--- config.mk ---
export PLATFORM = sky130hd
export DESIGN_NAME = usfl_top
export DESIGN_NICKNAME = d
export VERILOG_FILES = /design/src/usfl_pkg.sv /design/src/usfl_rx_if.sv /design/src/usfl_rx_flags.sv /design/src/usfl_ir_pulse.sv /design/src/usfl_top.sv
export VERILOG_INCLUDE_DIRS = /design/src
export SDC_FILE = /design/constraint.sdc
export NUM_CORES = 1
export LEC_CHECK = 0
export BUFFER_PORTS_ARGS = -buffer_cell sky130_fd_sc_hd__buf_2
export CORE_MARGIN = 1.5
export CORE_UTILIZATION = 45
export CTS_CLUSTER_DIAMETER = 40
export DETAILED_ROUTE_END_ITERATION = 8
export SLEW_MARGIN = 40
export SYNTH_ARGS = -nofsm -noshare
export SYNTH_HDL_FRONTEND = slang
export SYNTH_SLANG_ARGS = --single-unit
--- constraint.sdc ---
create_clock -name i_mclk -period 5.2 [get_ports i_mclk]
set_clock_uncertainty 0.05 [all_clocks]
set_input_delay 0 -clock i_mclk [delete_from_list [all_inputs] [get_ports i_mclk]]
set_output_delay 0 -clock i_mclk [all_outputs]
set_load 0.01 [all_outputs]
--- src/usfl_consts.svh ---
// Purpose: Constants of the serial status flag block
// Assumes: 50 MHz clock, 16-bit register port
// Notes: Offsets are word indices on the register port
`ifndef USFL_CONSTS_SVH
`define USFL_CONSTS_SVH

// ****************************************************************
// Register offsets
// ****************************************************************
`define USFL_ADDR_W 4
`define USFL_DATA_W 16
`define USFL_OFS_STATUS 4'h0
`define USFL_OFS_RXBUF 4'h1
`define USFL_OFS_TXBUF 4'h2
`define USFL_OFS_CTRL 4'h3
`define USFL_OFS_IRQ_STAT 4'h4
`define USFL_OFS_IRQ_MASK 4'h5
`define USFL_OFS_BIT_PER 4'h6

// ****************************************************************
// Field positions
// ****************************************************************
`define USFL_SR_RX_BUFFER_FULL_FLAG 0
`define USFL_SR_OVERRUN_FLAG 1
`define USFL_SR_PERR 2
`define USFL_SR_FERR 3
`define USFL_SR_TX_BUSY_FLAG 4
`define USFL_SR_TX_BUFFER_FULL_FLAG 5
`define USFL_IRQ_RX 0
`define USFL_IRQ_TX 1
`define USFL_CTRL_IR_EN 0

// ****************************************************************
// Reset values and timing
// ****************************************************************
`define USFL_CTRL_RST 1'h0
`define USFL_MASK_RST 2'h0
`define USFL_CLK_HZ 50000000
`define USFL_BAUD_DEF 115200
`define USFL_BIT_CYC_DEF (`USFL_CLK_HZ / `USFL_BAUD_DEF)
`define USFL_IR_NUM 3
`define USFL_IR_DEN 16
`define USFL_IR_PULSE_REF_NS 1630

`endif

--- src/usfl_pkg.sv ---
// Purpose: Types of the serial status flag block
// Assumes: Included constants give widths
// Notes: Transmit sequencing state only
package usfl_pkg;
   typedef enum logic [1:0] {
      USFL_TX_IDLE = 2'b01,
      USFL_TX_BUSY = 2'b10
   } usfl_tx_state_e;
endpackage : usfl_pkg

--- src/usfl_rx_if.sv ---
// Purpose: Carrier between register side and receive flag logic
// Assumes: One clock domain
// Notes: Pulses are one cycle wide
`timescale 1ns/1ps
interface usfl_rx_if;
   logic char_done;
   logic [7:0] char_data;
   logic par_bad;
   logic stop_bad;
   logic sr_rd;
   logic buf_rd;
   logic full;
   logic ovr;
   logic perr;
   logic ferr;
   logic [7:0] data;
   logic irq;
   modport ctl (output char_done, char_data, par_bad, stop_bad, sr_rd,
      buf_rd, input full, ovr, perr, ferr, data, irq);
   modport flags (input char_done, char_data, par_bad, stop_bad, sr_rd,
      buf_rd, output full, ovr, perr, ferr, data, irq);
endinterface : usfl_rx_if

--- src/usfl_rx_flags.sv ---
// Purpose: Receive buffer and its status flags
// Assumes: Status and buffer reads are never in one cycle
// Notes: Clearing is armed by a status read that saw the flag set
`timescale 1ns/1ps
module usfl_rx_flags (
   input wire logic i_mclk,
   input wire logic i_nrst,
   usfl_rx_if.flags bus
);
   logic full, ovr, perr, ferr, irq;
   logic arm_full, arm_ovr, arm_perr, arm_ferr;
   logic [7:0] data;

   // ****************************************************************
   // Clear and accept decode
   // ****************************************************************
   wire clr_full = bus.buf_rd & arm_full;
   wire clr_ovr = bus.buf_rd & arm_ovr;
   wire clr_perr = bus.buf_rd & arm_perr;
   wire clr_ferr = bus.buf_rd & arm_ferr;
   // Buffer freed by a read in this cycle can take the new character
   wire eff_full = full & ~clr_full;
   wire accept = bus.char_done & ~eff_full;
   wire overrun = bus.char_done & eff_full;
   wire ovr_held = ovr & ~clr_ovr;
   // Set wins over clear throughout
   wire next_full = accept | eff_full;
   wire next_ovr = overrun | ovr_held;
   // Discarded characters never touch the error flags
   wire next_perr = (accept & bus.par_bad) | (perr & ~clr_perr);
   wire next_ferr = (accept & bus.stop_bad) | (ferr & ~clr_ferr);
   wire next_irq = accept | (overrun & ~ovr_held);

   // ****************************************************************
   // Flag registers
   // ****************************************************************
   always_ff @(posedge i_mclk or negedge i_nrst) begin
      if (!i_nrst) begin
         full <= 1'b0;
         ovr <= 1'b0;
         perr <= 1'b0;
         ferr <= 1'b0;
         irq <= 1'b0;
      end else begin
         full <= next_full;
         ovr <= next_ovr;
         perr <= next_perr;
         ferr <= next_ferr;
         irq <= next_irq;
      end
   end

   // Arms only catch flags seen by this status read
   always_ff @(posedge i_mclk or negedge i_nrst) begin
      if (!i_nrst) begin
         arm_full <= 1'b0;
         arm_ovr <= 1'b0;
         arm_perr <= 1'b0;
         arm_ferr <= 1'b0;
      end else if (bus.sr_rd) begin
         arm_full <= full;
         arm_ovr <= ovr;
         arm_perr <= perr;
         arm_ferr <= ferr;
      end else if (bus.buf_rd) begin
         arm_full <= 1'b0;
         arm_ovr <= 1'b0;
         arm_perr <= 1'b0;
         arm_ferr <= 1'b0;
      end
   end

   // Overrun character dropped, held one kept
   always_ff @(posedge i_mclk or negedge i_nrst) begin
      if (!i_nrst) begin
         data <= 8'h00;
      end else if (accept) begin
         data <= bus.char_data;
      end
   end

   assign bus.full = full;
   assign bus.ovr = ovr;
   assign bus.perr = perr;
   assign bus.ferr = ferr;
   assign bus.data = data;
   assign bus.irq = irq;
endmodule : usfl_rx_flags

--- src/usfl_ir_pulse.sv ---
// Purpose: Infrared transmit pulse of three sixteenths of a bit
// Assumes: Bit period given in clock cycles
// Notes: Length rounds up, never below one cycle
`timescale 1ns/1ps
`include "usfl_consts.svh"
module usfl_ir_pulse #(
   parameter int PER_W = 16
) (
   input wire logic i_mclk,
   input wire logic i_nrst,
   input wire logic i_start,
   input wire logic [PER_W-1:0] i_period,
   output logic o_pulse
);
   logic [PER_W+1:0] cnt;
   logic pulse;

   // ****************************************************************
   // Pulse length
   // ****************************************************************
   function automatic logic [PER_W+1:0] ir_len(input logic [PER_W-1:0] p);
      logic [PER_W+5:0] prod;
      prod = ({6'h00, p} * (PER_W+6)'(`USFL_IR_NUM))
         + (PER_W+6)'(`USFL_IR_DEN - 1);
      ir_len = prod[PER_W+5:4];
      if (ir_len == '0) begin
         ir_len = (PER_W+2)'(1);
      end
   endfunction : ir_len

   wire [PER_W+1:0] len = ir_len(i_period);
   wire load = i_start;
   wire [PER_W+1:0] next_cnt = load ? len - (PER_W+2)'(1) :
      (cnt != '0) ? cnt - (PER_W+2)'(1) : cnt;
   wire next_pulse = load | (cnt != '0);

   always_ff @(posedge i_mclk or negedge i_nrst) begin
      if (!i_nrst) begin
         cnt <= '0;
         pulse <= 1'b0;
      end else begin
         cnt <= next_cnt;
         pulse <= next_pulse;
      end
   end

   assign o_pulse = pulse;
endmodule : usfl_ir_pulse

--- src/usfl_top.sv ---
// Purpose: Status flags, buffers and interrupts of an async serial port
// Assumes: Framing, shifting and baud logic run on the same clock
// Notes: Register reads answer one cycle after the read strobe
`timescale 1ns/1ps
`include "usfl_consts.svh"
module usfl_top #(
   parameter int PER_W = 16,
   parameter logic [15:0] BIT_CYC_DEF = 16'(`USFL_BIT_CYC_DEF)
) (
   input wire logic i_mclk,
   input wire logic i_nrst,
   input wire logic [`USFL_ADDR_W-1:0] i_addr,
   input wire logic [`USFL_DATA_W-1:0] i_wdata,
   input wire logic i_wr,
   input wire logic i_rd,
   output logic [`USFL_DATA_W-1:0] o_rdata,
   input wire logic i_rx_char_done,
   input wire logic [7:0] i_rx_char,
   input wire logic i_rx_par_bad,
   input wire logic i_rx_stop_bad,
   input wire logic i_tx_char_done,
   input wire logic i_tx_bit_start,
   input wire logic i_tx_bit_value,
   output logic o_tx_load,
   output logic [7:0] o_tx_shift_data,
   output logic o_ir_txd,
   output logic o_rx_interrupt_request,
   output logic o_tx_interrupt_request,
   output logic o_irq
);

   // ****************************************************************
   // Register access decode
   // ****************************************************************
   wire sel_status = (i_addr == `USFL_OFS_STATUS);
   wire sel_rxbuf = (i_addr == `USFL_OFS_RXBUF);
   wire sel_txbuf = (i_addr == `USFL_OFS_TXBUF);
   wire sel_ctrl = (i_addr == `USFL_OFS_CTRL);
   wire sel_istat = (i_addr == `USFL_OFS_IRQ_STAT);
   wire sel_imask = (i_addr == `USFL_OFS_IRQ_MASK);
   wire sel_per = (i_addr == `USFL_OFS_BIT_PER);

   wire sr_rd = i_rd & sel_status;
   wire buf_rd = i_rd & sel_rxbuf;
   wire tx_wr = i_wr & sel_txbuf;

   // ****************************************************************
   // Receive side
   // ****************************************************************
   usfl_rx_if rx_bus ();

   assign rx_bus.char_done = i_rx_char_done;
   assign rx_bus.char_data = i_rx_char;
   assign rx_bus.par_bad = i_rx_par_bad;
   assign rx_bus.stop_bad = i_rx_stop_bad;
   assign rx_bus.sr_rd = sr_rd;
   assign rx_bus.buf_rd = buf_rd;

   usfl_rx_flags u_rx (
      .i_mclk (i_mclk),
      .i_nrst (i_nrst),
      .bus (rx_bus.flags)
   );

   // ****************************************************************
   // Transmit side
   // ****************************************************************
   usfl_pkg::usfl_tx_state_e tx_state;
   logic [7:0] tx_data_buffer;
   logic tx_buffer_full_flag;
   logic tx_load;
   logic [7:0] tx_shift_data;
   logic tx_irq;

   wire tx_busy_flag = (tx_state == usfl_pkg::USFL_TX_BUSY);
   // Shift register free when idle or when its character just ended
   wire shift_free = ~tx_busy_flag | i_tx_char_done;
   wire next_tx_load = tx_buffer_full_flag & shift_free;

   usfl_pkg::usfl_tx_state_e next_tx_state;
   always_comb begin
      next_tx_state = tx_state;
      unique case (tx_state)
         usfl_pkg::USFL_TX_IDLE: begin
            if (next_tx_load) begin
               next_tx_state = usfl_pkg::USFL_TX_BUSY;
            end
         end
         usfl_pkg::USFL_TX_BUSY: begin
            if (i_tx_char_done && !tx_buffer_full_flag) begin
               next_tx_state = usfl_pkg::USFL_TX_IDLE;
            end
         end
         default: begin
            next_tx_state = usfl_pkg::USFL_TX_IDLE;
         end
      endcase
   end

   // A write in the load cycle refills: set wins over the clear
   wire next_tx_buffer_full_flag = tx_wr | (tx_buffer_full_flag & ~next_tx_load);

   always_ff @(posedge i_mclk or negedge i_nrst) begin
      if (!i_nrst) begin
         tx_state <= usfl_pkg::USFL_TX_IDLE;
         tx_buffer_full_flag <= 1'b0;
         tx_load <= 1'b0;
         tx_irq <= 1'b0;
      end else begin
         tx_state <= next_tx_state;
         tx_buffer_full_flag <= next_tx_buffer_full_flag;
         tx_load <= next_tx_load;
         tx_irq <= next_tx_load;
      end
   end

   always_ff @(posedge i_mclk or negedge i_nrst) begin
      if (!i_nrst) begin
         tx_data_buffer <= 8'h00;
      end else if (tx_wr) begin
         tx_data_buffer <= i_wdata[7:0];
      end
   end

   // Old content leaves before a same-cycle write replaces it
   always_ff @(posedge i_mclk or negedge i_nrst) begin
      if (!i_nrst) begin
         tx_shift_data <= 8'h00;
      end else if (next_tx_load) begin
         tx_shift_data <= tx_data_buffer;
      end
   end

   // ****************************************************************
   // Control and infrared
   // ****************************************************************
   logic ctrl_ir_en;
   logic [PER_W-1:0] bit_per;
   logic ir_pulse;

   always_ff @(posedge i_mclk or negedge i_nrst) begin
      if (!i_nrst) begin
         ctrl_ir_en <= `USFL_CTRL_RST;
         bit_per <= BIT_CYC_DEF[PER_W-1:0];
      end else if (i_wr) begin
         if (sel_ctrl) begin
            ctrl_ir_en <= i_wdata[`USFL_CTRL_IR_EN];
         end
         if (sel_per) begin
            bit_per <= i_wdata[PER_W-1:0];
         end
      end
   end

   // Infrared signals a zero bit with a short pulse
   wire ir_start = ctrl_ir_en & i_tx_bit_start & ~i_tx_bit_value;

   usfl_ir_pulse #(
      .PER_W (PER_W)
   ) u_ir (
      .i_mclk (i_mclk),
      .i_nrst (i_nrst),
      .i_start (ir_start),
      .i_period (bit_per),
      .o_pulse (ir_pulse)
   );

   // ****************************************************************
   // Interrupt status and mask
   // ****************************************************************
   logic [1:0] irq_stat;
   logic [1:0] irq_mask;
   logic irq;

   wire [1:0] irq_evt = {tx_irq, rx_bus.irq};
   wire [1:0] irq_clr = (i_wr & sel_istat) ? i_wdata[1:0] : 2'h0;
   // New event beats a write-one clear in the same cycle
   wire [1:0] next_irq_stat = irq_evt | (irq_stat & ~irq_clr);
   wire [1:0] next_irq_mask = (i_wr & sel_imask) ? i_wdata[1:0] : irq_mask;
   wire next_irq = |(next_irq_stat & next_irq_mask);

   always_ff @(posedge i_mclk or negedge i_nrst) begin
      if (!i_nrst) begin
         irq_stat <= 2'h0;
         irq_mask <= `USFL_MASK_RST;
         irq <= 1'b0;
      end else begin
         irq_stat <= next_irq_stat;
         irq_mask <= next_irq_mask;
         irq <= next_irq;
      end
   end

   // ****************************************************************
   // Read data
   // ****************************************************************
   logic [`USFL_DATA_W-1:0] rdata;
   logic [`USFL_DATA_W-1:0] status_word;

   always_comb begin
      status_word = '0;
      status_word[`USFL_SR_RX_BUFFER_FULL_FLAG] = rx_bus.full;
      status_word[`USFL_SR_OVERRUN_FLAG] = rx_bus.ovr;
      status_word[`USFL_SR_PERR] = rx_bus.perr;
      status_word[`USFL_SR_FERR] = rx_bus.ferr;
      status_word[`USFL_SR_TX_BUSY_FLAG] = tx_busy_flag;
      status_word[`USFL_SR_TX_BUFFER_FULL_FLAG] = tx_buffer_full_flag;
   end

   wire [`USFL_DATA_W-1:0] rd_mux =
      sel_status ? status_word :
      sel_rxbuf ? {8'h00, rx_bus.data} :
      sel_txbuf ? {8'h00, tx_data_buffer} :
      sel_ctrl ? {15'h0000, ctrl_ir_en} :
      sel_istat ? {14'h0000, irq_stat} :
      sel_imask ? {14'h0000, irq_mask} :
      sel_per ? 16'(bit_per) : 16'h0000;

   // Answer stands only in the cycle after the strobe
   wire [`USFL_DATA_W-1:0] next_rdata = i_rd ? rd_mux : 16'h0000;

   always_ff @(posedge i_mclk or negedge i_nrst) begin
      if (!i_nrst) begin
         rdata <= 16'h0000;
      end else begin
         rdata <= next_rdata;
      end
   end

   // ****************************************************************
   // Outputs
   // ****************************************************************
   assign o_rdata = rdata;
   assign o_tx_load = tx_load;
   assign o_tx_shift_data = tx_shift_data;
   assign o_ir_txd = ir_pulse;
   assign o_rx_interrupt_request = rx_bus.irq;
   assign o_tx_interrupt_request = tx_irq;
   assign o_irq = irq;

endmodule : usfl_top

==> impl_metrics.toml <==
[status]
status = "completed"

[pwr]
peakVddDrop_v = 0.000222
pwr-share-comb = 0.441
internal_power_mw = 1.90
power_frac_seq = 0.326
p_leak_nw = 3.13
p_sw_frac = 0.397
pwr-share-clk = 0.233
p_sw_mw = 1.25
power_per_cell_area_mw_per_mm2 = 478

[setup_path]
arrival_ns = 5.07
cp_slowest_cell = "or4_4"
required_ns = 5.37
slowest_delay_ns = 0.59
critPathCaptureType = "flop"
r2r_slack_ns = 0.30
crit_fanout = 11
critPathKind = "flop to flop"
worstSetupStartpoint = "bit_per[8]"
cp-start-kind = "flop"
r2r-start = "bit_per[8]"
path_cells = "ha_1, ha_1, a21oi_2, o21bai_1, or3_1, mux2_1, or4_1, or4_4, nor3_1, o31ai_1, ha_1, o211a_1, o211a_1, nor3b_1, xnor2_1, nor2_1"
crit_path_frequent_cell = "ha_1"
worstPathBufferInverterCount = 0
cp_top_family = "simple AND/OR/NAND/NOR gates"

[placement]
portBuffers = 66
gp_congestion = 0.915
post-dp-hpwl_um = 9990
place_ws_ns = 0.374

[timing]
tns_ns = 0
fin_crit_ns = 4.90
slew_headroom = 0.481
hold_viol = 0
setup_violations = 0
rsz0062_at_grt = "no"
fin_crit_sh = 0.942
layout_setup_ws_ns = 0.303
max_freq_mhz = 204
drv_slew = 0
max_slew.worst_pin.slew_ns = 0.778

[synthesis]
ys_seq_area_frac = 0.427
synth_edf_count = 0
synth.avg_cell_area_um2 = 9.57
async_reset_ff_frac = 1.00
synth_warnings = 0
netlist_area_mm2 = 0.00552
synth.ff_latch_count = 94
synth.net_count = 645
synth_flop_cell = "dfrtp_1"
netlist_instances = 577
yosysUniqueCellTypes = 70

[die]
num_rows = 40
coreArea_mm2 = 0.0120
die_h_um = 114
die_w_um = 114
pin_count = 67
start_util = 0.460
dieArea_mm2 = 0.0129

[detailed_routing]
first_pass_iters = 4
antenna_left = 0
drtIter0Drc = 296
wl_um = 13600
wl_per_cell_um = 16.6
drcViolationCount = 0
num_vias = 4644
via_per_inst = 5.68

[cts]
cts_root_buffer = "clkbuf_16"
clk_latency_ns = 0.36
cts_hold_buf = 31
cts.sinks = 94
cts_buffer_depth = 2
post_cts_buffers = 0
cts_buffers = 9
cts_tree = "built"
htreeDepth = 3
cts_resized = 0
clk_pin_slew_ns = 0.07

[hold_path]
min_from = "i_addr[3]"
hold_class = "input pin to flop"

[final_layout]
drive_gt1_frac = 0.201
fin_nets = 733
syn_to_final_growth_pct = 19.6
diodes = 0

[global_route]
grt_pass1_wl_um = 22500
grt_use_total = 0.224
grt_pass1_vias = 4512
antenna_found_initial = 0
grt_overflow = 0
grt_max_degree = 60

[flow_run]
cap_violations = 0
## stage by stage
stage / std cells / util / power, mW / hold WS (ns) / cell area [um2]
final: 817 / 0.550 / 3.15 / 0.0168 / 6600
after global routing: 817 / 0.550 / 3.38 / 0.0395 / 6600
after detailed placement: 770 / 0.496 / 2.40 / -0.0548 / 5960
after global placement: 770 / 0.496 / 2.39 / -0.0645 / 5950
after CTS: 817 / 0.549 / 3.17 / 0.00597 / 6600
after floorplan: 577 / - / 2.06 / -0.346 / 5520
## path summary, 6_finish.rpt
| path | cells after the start | to |
|---|---|---|
| max | 16 | u_ir.cnt[12] |
| min | 3 | o_rdata[1] |
| max reg2reg | 16 | u_ir.cnt[12] |
| min reg2reg | 2 | o_tx_shift_data[6] |
| max in group asynchronous | 3 | tx_state[0] |
| min in group asynchronous | 2 | o_rdata[9] |
## final cells by class
| cell class | count | area [um2] |
|---|---|---|
| flip-flops and latches | 94 | 2360 |
| well taps | 147 | 184 |
| multi-input cells | 439 | 2980 |
| inverters | 21 | 78.8 |
| fillers | 1082 | 5410 |
| clock buffers | 9 | 225 |
| clock inverters | 7 | 105 |
| repair buffers | 100 | 669 |
## cell usage in the layout, fill, tap and decap left out, types with 12 or more instances in the layout
cell type	instances
a21oi_1	29
and2_1	18
buf_2	65
dfrtp_1	88
dlygate4sd3_1	31
ha_1	30
inv_1	20
mux2_2	31
mux2i_1	12
nand2_1	81
nor2_1	36
nor3_1	13
o21ai_0	27
## per-layer routing
metal,vias to the layer above,share of wire,global-route usage
met5,-,0,0
met4,0,0.026,0.0983
met3,23,0.035,0.0287
met2,107,0.50,0.385
met1,2262,0.44,0.283
li1,2252,-,-
## Yosys cell counts (all sizes together), types with 6 or more instances
cell / instances / area share
mux2: 33 / 0.067
a21o: 8 / 0.011
nand2: 81 / 0.055
o21a: 6 / 0.0082
o21ai: 35 / 0.032
dfrtp: 88 / 0.40
a31oi: 8 / 0.0091
ha: 30 / 0.068
nor2: 37 / 0.025
nand4: 8 / 0.0091
nand2b: 9 / 0.010
xnor2: 9 / 0.014
nor4: 8 / 0.010
inv: 20 / 0.014
mux2i: 12 / 0.022
nor3: 13 / 0.012
nand3: 9 / 0.0082
buf: 10 / 0.010
xor2: 7 / 0.011
clkbuf: 13 / 0.0088
dfstp: 6 / 0.029
a21oi: 31 / 0.031
and2: 18 / 0.020
## state kept, by name, indices dropped and copies added, names as in the netlist, 2 cells and up
| signal | cells |
|---|---|
| u_ir.cnt | 18 |
| bit_per | 16 |
| o_rdata | 16 |
| o_tx_shift_data | 8 |
| tx_data_buffer | 8 |
| u_rx.bus.data | 8 |
| irq_mask | 2 |
| irq_stat | 2 |
| tx_state | 2 |
## cells by family after synthesis
kind of cell,synth area share
compound gates,0.170
xor+xnor,0.0254
fa+ha+maj,0.0680
buf+inv,0.0333
flops,0.427
mux,0.0932
simple gates,0.183
## worst reg2reg max path, delay by kind of cell (launching register included)
kind | cells | cell delay (ns)
AND/OR/NAND/NOR | 6 | 1.90
flip-flops | 1 | 0.56
adder cells (fa/ha/maj) | 3 | 0.98
multiplexers | 1 | 0.28
AO/OA/AOI/OAI | 5 | 0.85
XOR/XNOR | 1 | 0.16
## power groups by stage
stage,logic (mW),registers (mW),clock network (mW)
2_1_floorplan,1.05,1.01,0
3_3_place_gp,1.35,1.04,0
3_5_place_dp,1.35,1.04,0
4_1_cts,1.38,1.03,0.756
5_1_grt,1.55,1.05,0.778
6_report,1.39,1.03,0.735
(Power assumes the default switching activity.)
